--- config.mk ---
export PLATFORM = sky130hd
export DESIGN_NAME = mcp_port
export DESIGN_NICKNAME = d
export VERILOG_FILES = /design/src/common/mcp_pkg.sv /design/src/rtl/mcp_port.sv /design/src/rtl/mcp_regfile.sv
export SDC_FILE = /design/constraint.sdc
export NUM_CORES = 2
export LEC_CHECK = 0
export BUFFER_PORTS_ARGS = -buffer_cell sky130_fd_sc_hd__buf_2
export CAP_MARGIN = 10
export CELL_PAD_IN_SITES_DETAIL_PLACEMENT = 0
export CELL_PAD_IN_SITES_GLOBAL_PLACEMENT = 1
export CORE_UTILIZATION = 45
export DETAILED_ROUTE_END_ITERATION = 16
export PLACE_DENSITY = 0.86
export SKIP_CTS_REPAIR_TIMING = 1
export SLEW_MARGIN = 10
export SYNTH_ARGS = -nofsm -noshare
export SYNTH_HDL_FRONTEND = slang
export SYNTH_SLANG_ARGS = --single-unit
export TNS_END_PERCENT = 10
--- constraint.sdc ---
create_clock -name core_clk_i -period 7.1 [get_ports core_clk_i]
set_input_delay 0.355 -clock core_clk_i [delete_from_list [all_inputs] [get_ports core_clk_i]]
set_output_delay 0.355 -clock core_clk_i [all_outputs]
set_load 0.005 [all_outputs]
--- src/common/mcp_pkg.sv ---
// shared constants, types and decode helpers for the coprocessor host port.
// assumes one 20 MHz clock shared with the host and a 16-bit local bus.
// Operation
// RQ1: own opcode only when top five bits match
// RQ2: host computes address; we capture it for memory
// RQ3: take bus only after host instruction completes
// RQ4: release bus once memory transfer finishes
// RQ5: compute concurrently; host keeps running meanwhile
// RQ6: eight registers, each 80 bits wide
// RQ7: stack use top two; fixed use any
// RQ8: seven formats: three integer, one decimal, three real
// RQ9: widths 16/32/64 int, 80 bcd, 32/64/80 real
// RQ10: host queue status lines let us track stream
// RQ11: busy high while executing; host wait stalls
// RQ12: sample opcodes only on first-byte queue status
package mcp_pkg;

	// ----------------------------------------------------------------
	// opcode recognition and queue status
	// ----------------------------------------------------------------
	localparam logic [4:0] MCP_ESC_PREFIX = 5'h1b;   // binary 11011
	localparam logic [1:0] MCP_QS_NONE    = 2'h0;    // no queue activity
	localparam logic [1:0] MCP_QS_FIRST   = 2'h1;    // first opcode byte
	localparam logic [1:0] MCP_QS_FLUSH   = 2'h2;    // queue emptied
	localparam logic [1:0] MCP_QS_NEXT    = 2'h3;    // subsequent byte
	localparam logic [1:0] MCP_MOD_REG    = 2'h3;    // mod field: register form

	// ----------------------------------------------------------------
	// register file and numeric formats
	// ----------------------------------------------------------------
	localparam int         MCP_REG_W      = 80;      // register width
	localparam int         MCP_REG_N      = 8;       // register count
	localparam logic [2:0] MCP_FMT_INT16  = 3'h0;    // word integer
	localparam logic [2:0] MCP_FMT_INT32  = 3'h1;    // short integer
	localparam logic [2:0] MCP_FMT_INT64  = 3'h2;    // long integer
	localparam logic [2:0] MCP_FMT_BCD80  = 3'h3;    // packed decimal
	localparam logic [2:0] MCP_FMT_REAL32 = 3'h4;    // short real
	localparam logic [2:0] MCP_FMT_REAL64 = 3'h5;    // long real
	localparam logic [2:0] MCP_FMT_REAL80 = 3'h6;    // temporary real

	// register-form operations (reg field of second byte)
	localparam logic [2:0] MCP_OP_ADD     = 3'h0;
	localparam logic [2:0] MCP_OP_SUB     = 3'h1;
	localparam logic [2:0] MCP_OP_MOV     = 3'h2;
	localparam logic [2:0] MCP_OP_CLR     = 3'h3;

	// ----------------------------------------------------------------
	// reset values and cycle counts
	// ----------------------------------------------------------------
	localparam logic [2:0] MCP_TOP_RST    = 3'h0;    // stack top after reset
	localparam logic [3:0] MCP_EXEC_CYC   = 4'h8;    // numeric work latency
	localparam logic [19:0] MCP_ADDR_STEP = 20'h2;   // one 16-bit word

	// memory request toward the local bus
	typedef struct packed {
		logic        rd;
		logic        wr;
		logic [19:0] addr;
		logic [15:0] wdata;
	} mcp_mem_req_t;

	// number of 16-bit words a memory format occupies
	function automatic logic [2:0] mcp_fmt_words(input logic [2:0] fmt);
		case (fmt)
			MCP_FMT_INT16:  mcp_fmt_words = 3'h1;
			MCP_FMT_INT32:  mcp_fmt_words = 3'h2;
			MCP_FMT_REAL32: mcp_fmt_words = 3'h2;
			MCP_FMT_INT64:  mcp_fmt_words = 3'h4;
			MCP_FMT_REAL64: mcp_fmt_words = 3'h4;
			default:        mcp_fmt_words = 3'h5;
		endcase
	endfunction

	// widen a loaded operand to register width
	function automatic logic [79:0] mcp_widen(input logic [2:0] fmt, input logic [79:0] raw);
		case (fmt)
			MCP_FMT_INT16:  mcp_widen = {{64{raw[15]}}, raw[15:0]};
			MCP_FMT_INT32:  mcp_widen = {{48{raw[31]}}, raw[31:0]};
			MCP_FMT_INT64:  mcp_widen = {{16{raw[63]}}, raw[63:0]};
			MCP_FMT_REAL32: mcp_widen = {48'h0, raw[31:0]};
			MCP_FMT_REAL64: mcp_widen = {16'h0, raw[63:0]};
			default:        mcp_widen = raw;
		endcase
	endfunction

endpackage

--- src/rtl/mcp_port.sv ---
// coprocessor side of the host port: opcode tracking, address capture,
// bus borrowing and a small numeric core over an 8 x 80-bit register file.
// assumes the host drives queue status and fetched bytes synchronous to core_clk_i.
`timescale 1ns/1ps
`default_nettype none
module mcp_port
	import mcp_pkg::*;
(
	// clock and reset
	input  wire logic         core_clk_i,
	input  wire logic         rst_i,
	// instruction stream snoop
	input  wire logic         queue_status_bit_low_i,
	input  wire logic         queue_status_bit_high_i,
	input  wire logic [7:0]   fetch_byte_i,
	// host cooperation
	input  wire logic         host_addr_valid_i,
	input  wire logic [19:0]  host_addr_i,
	input  wire logic         host_instr_done_i,
	input  wire logic         fixed_set_mode_i,
	output logic              busy_o,
	// local bus ownership
	output logic              bus_req_o,
	input  wire logic         bus_grant_i,
	output logic              bus_own_o,
	// memory transfer
	output mcp_mem_req_t      mem_req_o,
	input  wire logic [15:0]  mem_rdata_i,
	input  wire logic         mem_ack_i,
	// visible state
	output logic      [2:0]   stack_top_o
);

	// ----------------------------------------------------------------
	// state and storage
	// ----------------------------------------------------------------
	typedef enum logic [3:0] {
		MCP_S_IDLE,      // waiting for own opcode
		MCP_S_MODRM,     // waiting for second byte
		MCP_S_ADDR,      // waiting for host address
		MCP_S_RD_A,      // read source register
		MCP_S_RD_B,      // catch source, read destination
		MCP_S_RD_C,      // catch destination
		MCP_S_EXEC,      // numeric work in progress
		MCP_S_REQ,       // asking for the local bus
		MCP_S_XFER,      // owning the bus, moving words
		MCP_S_WB         // write result back
	} mcp_state_t;

	mcp_state_t    state_q;                  // main sequencer
	logic [7:0]    op_byte_q;                // first opcode byte
	logic [7:0]    modrm_q;                  // second byte
	logic          done_seen_q;              // host finished its instruction
	logic [2:0]    top_q;                    // stack top pointer
	logic [79:0]   src_q;                    // source operand
	logic [79:0]   dst_q;                    // destination / result
	logic [79:0]   buf_q;                    // load assembly buffer
	logic [2:0]    wcnt_q;                   // words moved so far
	logic [3:0]    exec_cnt_q;               // numeric latency countdown
	mcp_mem_req_t  mem_req_q;                // registered bus request
	logic [79:0]   rd_data;                  // register file read data
	logic          rf_wr_en;                 // register file write strobe
	logic [2:0]    rf_wr_idx;                // register file write index
	logic [79:0]   rf_wr_data;               // register file write data
	logic [2:0]    rf_rd_idx;                // register file read index

	// ----------------------------------------------------------------
	// decode of the captured instruction
	// ----------------------------------------------------------------
	logic [1:0]    qs;                       // queue status code
	logic [2:0]    fmt;                      // operand format
	logic [2:0]    mop;                      // operation field
	logic [2:0]    rm;                       // register field
	logic          is_store;                 // memory form writes memory
	logic [2:0]    src_idx;                  // source register
	logic [2:0]    dst_idx;                  // destination register
	logic [2:0]    words;                    // words for this format
	logic          last_word;                // current word is the last

	assign qs        = {queue_status_bit_high_i, queue_status_bit_low_i};   // RQ10
	assign fmt       = op_byte_q[2:0];                                      // RQ8
	assign mop       = modrm_q[5:3];
	assign rm        = modrm_q[2:0];
	assign is_store  = mop[0];
	assign words     = mcp_fmt_words(fmt);                                  // RQ9
	assign last_word = (wcnt_q + 3'h1) == words;

	// stack use sees only the top two entries; fixed use any register
	always_comb
	begin
		if (fixed_set_mode_i)
		begin
			src_idx = top_q;                                                  // RQ7
			dst_idx = rm;                                                     // RQ7
		end
		else
		begin
			src_idx = top_q + 3'h1;                                           // RQ7
			dst_idx = top_q;                                                  // RQ7
		end
	end

	// ----------------------------------------------------------------
	// main sequencer
	// ----------------------------------------------------------------
	// host is never stalled here; it only waits if it chooses to test busy
	always_ff @(posedge core_clk_i)
	begin
		if (rst_i)
		begin
			state_q <= MCP_S_IDLE;
		end
		else
		begin
			case (state_q)
				MCP_S_IDLE:
				begin
					// data bytes that look like the prefix are ignored
					if (qs == MCP_QS_FIRST && fetch_byte_i[7:3] == MCP_ESC_PREFIX)   // RQ1 RQ12
						state_q <= MCP_S_MODRM;
				end
				MCP_S_MODRM:
				begin
					if (qs == MCP_QS_FLUSH)
						state_q <= MCP_S_IDLE;
					else if (qs == MCP_QS_NEXT)
						state_q <= (fetch_byte_i[7:6] == MCP_MOD_REG) ? MCP_S_RD_A : MCP_S_ADDR;
				end
				MCP_S_ADDR:
				begin
					// stores fetch the top register before the bus is taken
					if (host_addr_valid_i)                                            // RQ2
						state_q <= is_store ? MCP_S_RD_A : MCP_S_REQ;
				end
				MCP_S_RD_A:
					state_q <= MCP_S_RD_B;
				MCP_S_RD_B:
					state_q <= (modrm_q[7:6] == MCP_MOD_REG) ? MCP_S_RD_C : MCP_S_REQ;
				MCP_S_RD_C:
					state_q <= MCP_S_EXEC;
				MCP_S_EXEC:
				begin
					if (exec_cnt_q == 4'h0)                                           // RQ5
						state_q <= MCP_S_WB;
				end
				MCP_S_REQ:
				begin
					if (done_seen_q && bus_grant_i)                                   // RQ3
						state_q <= MCP_S_XFER;
				end
				MCP_S_XFER:
				begin
					// leaving here drops ownership at once
					if (mem_ack_i && last_word)                                       // RQ4
						state_q <= is_store ? MCP_S_IDLE : MCP_S_WB;
				end
				MCP_S_WB:
					state_q <= MCP_S_IDLE;
				default:
					state_q <= MCP_S_IDLE;
			endcase
		end
	end

	// capture of the two instruction bytes
	always_ff @(posedge core_clk_i)
	begin
		if (rst_i)
		begin
			op_byte_q <= 8'h00;
			modrm_q   <= 8'h00;
		end
		else if (state_q == MCP_S_IDLE && qs == MCP_QS_FIRST)
		begin
			op_byte_q <= fetch_byte_i;                                          // RQ12
		end
		else if (state_q == MCP_S_MODRM && qs == MCP_QS_NEXT)
		begin
			modrm_q <= fetch_byte_i;
		end
	end

	// host completion marker; a pulse in the clearing cycle is kept
	always_ff @(posedge core_clk_i)
	begin
		if (rst_i)
			done_seen_q <= 1'b0;
		else if (host_instr_done_i)
			done_seen_q <= 1'b1;                                                // RQ3
		else if (state_q == MCP_S_IDLE)
			done_seen_q <= 1'b0;
	end

	// ----------------------------------------------------------------
	// operands and numeric work
	// ----------------------------------------------------------------
	// raw two's complement arithmetic over the full width; no rounding
	always_ff @(posedge core_clk_i)
	begin
		if (rst_i)
		begin
			src_q      <= 80'h0;
			dst_q      <= 80'h0;
			exec_cnt_q <= 4'h0;
		end
		else
		begin
			case (state_q)
				MCP_S_RD_B:
					src_q <= rd_data;
				MCP_S_RD_C:
				begin
					dst_q      <= rd_data;
					exec_cnt_q <= MCP_EXEC_CYC;
				end
				MCP_S_EXEC:
				begin
					exec_cnt_q <= exec_cnt_q - 4'h1;                                // RQ5
					if (exec_cnt_q == 4'h0)
					begin
						case (mop)
							MCP_OP_ADD: dst_q <= dst_q + src_q;
							MCP_OP_SUB: dst_q <= dst_q - src_q;
							MCP_OP_MOV: dst_q <= src_q;
							MCP_OP_CLR: dst_q <= 80'h0;
							default:    dst_q <= dst_q;
						endcase
					end
				end
				default:
					exec_cnt_q <= exec_cnt_q;
			endcase
		end
	end

	// stack pointer: a load pushes downward, a store pops upward
	always_ff @(posedge core_clk_i)
	begin
		if (rst_i)
			top_q <= MCP_TOP_RST;
		else if (state_q == MCP_S_WB && modrm_q[7:6] != MCP_MOD_REG)
			top_q <= top_q - 3'h1;                                              // RQ7
		else if (state_q == MCP_S_XFER && mem_ack_i && last_word && is_store)
			top_q <= top_q + 3'h1;                                              // RQ7
	end

	// ----------------------------------------------------------------
	// memory transfer on the borrowed bus
	// ----------------------------------------------------------------
	always_ff @(posedge core_clk_i)
	begin
		if (rst_i)
		begin
			mem_req_q <= '0;
			wcnt_q    <= 3'h0;
			buf_q     <= 80'h0;
		end
		else if (state_q == MCP_S_ADDR && host_addr_valid_i)
		begin
			mem_req_q.addr <= host_addr_i;                                      // RQ2
			wcnt_q         <= 3'h0;
		end
		else if (state_q == MCP_S_REQ && done_seen_q && bus_grant_i)
		begin
			mem_req_q.rd    <= ~is_store;                                       // RQ3
			mem_req_q.wr    <= is_store;
			mem_req_q.wdata <= src_q[15:0];
		end
		else if (state_q == MCP_S_XFER && mem_ack_i)
		begin
			if (!is_store)
				buf_q[wcnt_q*16 +: 16] <= mem_rdata_i;
			if (last_word)
			begin
				mem_req_q.rd <= 1'b0;                                           // RQ4
				mem_req_q.wr <= 1'b0;                                           // RQ4
			end
			else
			begin
				mem_req_q.addr  <= mem_req_q.addr + MCP_ADDR_STEP;
				mem_req_q.wdata <= src_q[(wcnt_q + 3'h1)*16 +: 16];
			end
			wcnt_q <= wcnt_q + 3'h1;
		end
	end

	// ----------------------------------------------------------------
	// register file hookup
	// ----------------------------------------------------------------
	always_comb
	begin
		rf_rd_idx  = (state_q == MCP_S_RD_B) ? dst_idx : src_idx;
		rf_wr_en   = (state_q == MCP_S_WB);
		rf_wr_idx  = dst_idx;
		rf_wr_data = dst_q;
		// loads push into the slot below the top
		if (modrm_q[7:6] != MCP_MOD_REG)
		begin
			rf_wr_idx  = top_q - 3'h1;
			rf_wr_data = mcp_widen(fmt, buf_q);                                 // RQ9
		end
		// stores read the top whatever the mode
		if (modrm_q[7:6] != MCP_MOD_REG && state_q == MCP_S_RD_A)
			rf_rd_idx = top_q;
	end

	mcp_regfile u_regfile (
		.core_clk_i (core_clk_i),
		.wr_en_i    (rf_wr_en),
		.wr_idx_i   (rf_wr_idx),
		.wr_data_i  (rf_wr_data),
		.rd_idx_i   (rf_rd_idx),
		.rd_data_o  (rd_data)
	);

	// ----------------------------------------------------------------
	// outputs
	// ----------------------------------------------------------------
	assign busy_o      = (state_q != MCP_S_IDLE) && (state_q != MCP_S_MODRM);   // RQ11
	assign bus_req_o   = (state_q == MCP_S_REQ) || (state_q == MCP_S_XFER);
	assign bus_own_o   = (state_q == MCP_S_XFER);                               // RQ4
	assign mem_req_o   = mem_req_q;
	assign stack_top_o = top_q;

endmodule
`default_nettype wire

--- src/rtl/mcp_regfile.sv ---
// eight-entry by 80-bit register file of the coprocessor.
// assumes one write and one read per cycle; read data is registered.
`timescale 1ns/1ps
`default_nettype none
module mcp_regfile
	import mcp_pkg::*;
(
	// clock
	input  wire logic         core_clk_i,
	// write port
	input  wire logic         wr_en_i,
	input  wire logic [2:0]   wr_idx_i,
	input  wire logic [79:0]  wr_data_i,
	// read port, data one cycle later
	input  wire logic [2:0]   rd_idx_i,
	output logic      [79:0]  rd_data_o
);

	// ----------------------------------------------------------------
	// storage
	// ----------------------------------------------------------------
	logic [MCP_REG_W-1:0] mem_q [MCP_REG_N];   // RQ6

	// write; contents are left undefined by reset like the real part
	always_ff @(posedge core_clk_i)
	begin
		if (wr_en_i)
		begin
			mem_q[wr_idx_i] <= wr_data_i;
		end
	end

	// registered read
	always_ff @(posedge core_clk_i)
	begin
		rd_data_o <= mem_q[rd_idx_i];
	end

endmodule
`default_nettype wire

Word-level counts from Yosys, hierarchy flattened
Memory sizes are Yosys's and may differ from the RTL's. A register that Yosys moved wholly into a read port is not among the register bits.
Index checks and enable logic that the tools add are counted.
{"block": "classes", "muxes": 38, "shift": 3, "n_reduce_logical": 37, "bitwise_logic": 4, "n_eq_ne": 35, "add_sub_neg": 9}
{"op": "80-bit case mux with 5 select lines", "count": 1}
{"op": "80-bit case mux with 4 select lines", "count": 1}
{"op": "80-bit 2-to-1 mux", "count": 2}
{"op": "80-bit case mux with 2 select lines", "count": 1}
{"op": "80-bit adder", "count": 1}
{"op": "80-bit bitwise mux", "count": 1}
{"op": "16-bit by 34-bit variable shift with 80-bit output (first input constant)", "count": 1}
{"op": "16-bit by 34-bit variable part select with 80-bit output", "count": 1}
{"op": "80-bit by 9-bit variable part select with 16-bit output", "count": 1}
{"op": "80-bit subtractor", "count": 1}
{"op": "20-bit 2-to-1 mux", "count": 2}
{"op": "38-bit 2-to-1 mux", "count": 1}
{"op": "36-bit 2-to-1 mux", "count": 1}
{"op": "4-bit case mux with 9 select lines", "count": 1}
{"op": "7-bit negator with 34-bit output", "count": 1}
{"op": "4-bit 2-to-1 mux", "count": 8}
{"op": "3-bit 2-to-1 mux", "count": 8}
{"op": "20-bit by 2-bit adder with 20-bit output (second input constant)", "count": 1}
{"op": "4-bit by 3-bit == test with 1-bit output (second input constant)", "count": 4}
{"op": "16-bit 2-to-1 mux", "count": 1}
{"op": "1-bit logical AND", "count": 14}
{"op": "2-bit != test (second input constant)", "count": 6}
{"op": "3-bit AND reduction", "count": 4}
{"op": "2-bit nonzero test", "count": 6}
{"op": "31 further kinds", "count": 57}
{"block": "totals", "word_cells": 141, "mem_bits_rw": 640, "inputBits": 53, "regBits": 304, "memories": 1, "output_inout_bits": 44}
{"name": "u_regfile.mem_q", "depth": 8, "word_bits": 80, "read_ports": 1, "rd_ports_with_merged_regs": 1, "wr": 1, "line_no": "mcp_regfile.sv:22", "rtl": "logic [MCP_REG_W-1:0] mem_q [MCP_REG_N];"}

Logic depth before layout (Yosys ltp)
{"block": "logic_depth", "word_depth": 8, "mapped_depth": 24, "ltp_nobuf": 23}

By module
Synthesis repeated with hierarchy kept, for this count alone.
{"block": "hier_totals", "cells_unflattened": 3970, "area_unflattened_um2": 47095.2}
{"module": "mcp_regfile", "area_per_inst_um2": 25654.6, "cells_each": 1018, "seq_area_each_um2": 20820.0, "n_inst": 1}
{"module": "mcp_port", "area_per_inst_um2": 21440.6, "cells_each": 2952, "seq_area_each_um2": 6085.8, "n_inst": 1}

Least setup slack after synthesis
No wires, ideal clock.
{"block": "synth_timing", "path_kind": "register -> register", "startpoint": "reg top_q[0], in the netlist stack_top_o[0]", "endpoint": "mem u_regfile.mem_q[6][0], enable pin", "required_time_ns": 6.484, "n_path_buf": 1, "synth_period_minus_slack_ns": 7.472, "arrival_ns": 6.856, "setup_ns": 0.616, "slack_ns": -0.372, "path_stages_with_launch": 8, "cell_sequence": "dfxtp_1 > clkbuf_1 > inv_1 > ha_1 > nand2_1 > o21ai_0 > or2_2 > nor3_1"}
{"block": "synth_via", "elab_chain_len": 2, "elab_cells_between_ends": 3, "cone_classes": "1 x add/sub; 2 x mux"}
{"item": "start: declaration", "line_no": "mcp_port.sv:54", "rtl": "logic [2:0] top_q;"}
{"item": "start signal: assignment", "line_no": "mcp_port.sv:242", "rtl": "top_q <= top_q - 3'h1;"}
{"item": "start signal: assignment", "line_no": "mcp_port.sv:244", "rtl": "top_q <= top_q + 3'h1;"}
{"item": "3-bit by 1-bit subtractor with 3-bit output or 3-bit 2-to-1 mux (tied branches)", "line_no": "mcp_port.sv:299, mcp_port.sv:91"}
{"item": "3-bit 2-to-1 mux (*)", "line_no": "mcp_port.sv:297", "rtl": "if (modrm_q[7:6] != MCP_MOD_REG)"}
{"item": "end: declaration", "line_no": "mcp_regfile.sv:22"}
Every way passes the cells marked *; elsewhere a longest branch is shown, timed or not.

Worst setup path in the final report
{"block": "layout_timing", "startpoint": "reg src_q[16]", "endpoint": "reg dst_q[52]"}
{"block": "layout_via", "elab_chain_len": 4, "elab_cells_between_ends": 5, "cone_classes": "2 x add/sub; 3 x mux"}
{"item": "start: declaration", "line_no": "mcp_port.sv:55", "rtl": "logic [79:0] src_q;"}
{"item": "start signal: assignment", "line_no": "mcp_port.sv:210", "rtl": "src_q <= rd_data;"}
{"item": "80-bit subtractor or 80-bit adder (tied branches)", "line_no": "mcp_port.sv:223, mcp_port.sv:222"}
{"item": "80-bit case mux with 4 select lines (*)", "line_no": "mcp_port.sv:221", "rtl": "case (mop)"}
{"item": "80-bit 2-to-1 mux (*)", "line_no": "mcp_port.sv:219", "rtl": "if (exec_cnt_q == 4'h0)"}
{"item": "80-bit case mux with 2 select lines (*)", "line_no": "mcp_port.sv:208", "rtl": "case (state_q)"}
{"item": "end signal: assignment", "line_no": "mcp_port.sv:222", "rtl": "MCP_OP_ADD: dst_q <= dst_q + src_q;"}
{"item": "end signal: assignment", "line_no": "mcp_port.sv:223", "rtl": "MCP_OP_SUB: dst_q <= dst_q - src_q;"}
{"item": "end signal: assignment", "line_no": "mcp_port.sv:224", "rtl": "MCP_OP_MOV: dst_q <= src_q;"}
{"item": "end: declaration", "line_no": "mcp_port.sv:56", "rtl": "logic [79:0] dst_q;"}
Every way passes the cells marked *; elsewhere a longest branch is shown, timed or not. The select of a mux whose other input is x is not followed.
A chain may end at the register's enable or synchronous reset.

==> metrics.txt <==
synth warn 0; Post-Synthesis Cells 5,081; Antenna Cells 0; std cell rows 119; GRT overflow 0; Max clock buf depth 3; Post-Syn Area per Cell 9.46 sq um; drt wl/cell 23.8 um; Cell Pwr Density 515 nW/um^2; 1st-iter DRT viols 4,163; Ports 97; Post-synth top flop edfxtp_1; CP cell instances or4_1 > nor4b_1 > nand3_2 > o41ai_1 > xor2_1 > ha_1 > nand2_1 > o21a_1 > o31ai_1 > a31oi_1 > o211ai_1 > nand2_1 > o21ai_0 > a311oi_1 > a2111oi_0 > o31ai_1; Buf/Inv on CP 0; final hold viol count 0; Post-Syn Nets 5,226; clock root cell clkbuf_16; ranking of synthesized cells by area edfxtp_1 40%, dfxtp_1 16%, nand2_1 9.9%, nand3_1 4.9%, a21oi_1 4.4%; share of cells above drive strength 1 7.84%; IO buf count 96; number of unique standard cell types used by synthesis 78; WP data required 7.67 ns; Worst path slowest cell nor4b_1; Detailed Place HPWL 103 mm; overall power 27,700 uW; P&R area growth vs syn 11.7%; drt via density 6.00; Global Route met3 Usage 4.69%; pin count of the biggest net entering global routing 143; internal cell power 15,200 uW; Critical Path Max Stage Delay 0.97 ns; placer congestion estimate 1.03; CTS H-tree depth 3; top cell type's share of synthesized area 40.0%; fill count 9,469; status complete, but fails checks; share of the yosys chip area belonging to registers 56.0%; CP Capture Type flip-flop; met2 Use GR 44.4%; dpl cells 6,286; minimum clock period 6.51 ns; drt total wl 155 mm; GR peak layer met2; CTS tree yes; first-pass GRT wire length 230 mm; # nets final 5,171; clock skew 0.0313 ns; total CTS buffers 104; max capacitance violation total 0; DRT Pass-1 Iters 11; Worst-Margin Slew 1.17 ns; combinational power share 52.1%; startpoint types flip-flop; Final ANT Viol Nets 0; Starting Density 45.5%; Post-route DRC 19; Clock power frac 21.0%; Clock Pin Slew Worst Setup and Hold Paths 0.07 ns; part of the power in registers 26.9%; family with the most delay on the worst path compound AO/OA/AOI/OAI gates; Tcrit/Tclk final 91.7%; commonest cells after routing, fill and taps aside 1,260 x nand2_1, 640 x edfxtp_1, 467 x nand3_1, 418 x a21oi_1, 384 x dfxtp_1; P_leak 0.0198 uW; Yosys top cell by area edfxtp_1; EDFF count, synth 640; Num Clock Sinks 1,024; Core Footprint 106,000 sq um; Worst-Skew Late Latency 0.70 ns; commonest non-fill, non-tap cell in the layout nand2_1; die width 329 um; Slew Viols, Final 0; switching part of the total 44.9%; Synth Register Bits 1,024; Cell Area, Synth 48,100 sq um; via count 39,000; total track usage 28.2%; number of global-route vias before repair 36,300; Post-Layout Cell Count 6,509; initial antenna violation count 11; GR Util met1 38.5%; Max IR drop VDD 296 uV; RSZ-0062 raised after global routing no; P_sw 12,400 uW; Rel. slew slack 22.1%; Setup CP Type flip-flop to flip-flop; Arr. time, crit path 7.08 ns; critical path peak fanout 8; Hold WC Path Type input port to flip-flop; failing checks design-rule violations; Min Hold Slack 0.00172 ns; Fmax 154 MHz; Synth async-reset ratio 0%; final setup violation count 0; Die Ht 329 um; die area 108,000 sq um
-- layout make-up --
| type | count | area, sq um | area share (%) |
|---|---|---|---|
| multi-input cells | 3659 | 19900 | 37.0 |
| repair buffers | 191 | 1370 | 2.54 |
| well taps | 1391 | 1740 | 3.24 |
| flip-flops and latches | 1024 | 26900 | 50.1 |
| clock buffers | 145 | 2960 | 5.52 |
| clock inverters | 53 | 682 | 1.27 |
| inverters | 46 | 173 | 0.322 |
-- routing by layer --
metal  routed length (um)  part of all wire [%]
met1                64600                    42
met2                70500                    46
met3                12900                   8.4
met4                 6550                   4.2
met5                   45                 0.029
-- metrics by stage --
stage / cell area (sq um) / TNS (ns) / utilization (%) / worst slack (ns)
2_1_floorplan: 48100 / -94.21 / - / -0.372
3_5_place_dp: 49800 / 0 / 47.2 / 0.895
3_3_place_gp: 49800 / 0 / 47.2 / 0.986
4_1_cts: 53400 / 0 / 50.6 / 0.864
5_1_grt: 53700 / 0 / 50.9 / 0.172
6_report: 53700 / 0 / 50.9 / 0.591
-- worst min-delay path: stages --
cell and delay (ns):
buf_2 0.10, nor2_1 0.12, a211oi_1 0.06
-- registers in the layout, indices dropped and copies added, names as in the netlist --
signal               count
exec_cnt_q               4
wcnt_q                   3
done_seen_q              1
u_regfile.mem_q        640
buf_q                   80
stack_top_o              3
u_regfile.rd_data_o     80
mem_req_o               38
src_q                   80
op_byte_q                3
dst_q                   80
modrm_q                  8
state_q                  4
-- path summary, 6_finish.rpt --
| kind | endpoint | slack [ns] | depth (start not counted) | startpoint |
|---|---|---|---|---|
| setup / recovery | dst_q[52]$_SDFFE_PP0P_ | 0.59 | 16 | src_q[16]$_SDFFE_PP0P_ |
| hold / removal | mem_req_o[20]$_SDFFE_PP0P_ | 0.002 | 3 | host_addr_i[4] |
| setup reg to reg | dst_q[52]$_SDFFE_PP0P_ | 0.59 | 16 | src_q[16]$_SDFFE_PP0P_ |
| hold reg to reg | buf_q[48]$_SDFFE_PP0P_ | 0.45 | 2 | buf_q[48]$_SDFFE_PP0P_ |
-- power groups by stage --
| stage | registers (uW) | logic [uW] | clock network [uW] |
|---|---|---|---|
| after floorplan | 7180 | 10600 | 0 |
| after global placement | 7550 | 14100 | 0 |
| after detailed placement | 7550 | 14100 | 0 |
| after CTS | 7430 | 14200 | 5870 |
| after global routing | 7460 | 15700 | 6110 |
| final | 7440 | 14400 | 5800 |
-- cell families after synthesis --
logic type	count (synthesis)	synth area share, %
AO/OA/AOI/OAI	1066	13.2
XOR/XNOR	160	2.92
adder cells (fa/ha/maj)	92	2.41
buffers and inverters	398	3.14
flip-flops	1024	56.0
multiplexers	54	1.54
AND/OR/NAND/NOR	2287	20.8
-- cell usage after synthesis, types with 39 or more instances --
cell,n
nand3_1,467
a21oi_1,419
nand2_1,1262
edfxtp_1,640
nor3_1,56
o211ai_1,49
clkbuf_1,323
o21ai_0,286
nor2_1,257
a211oi_1,39
xnor2_1,98
xor2_1,62
and3_1,43
inv_1,45
ha_1,91
dfxtp_1,384
(Power assumes the default switching activity.)
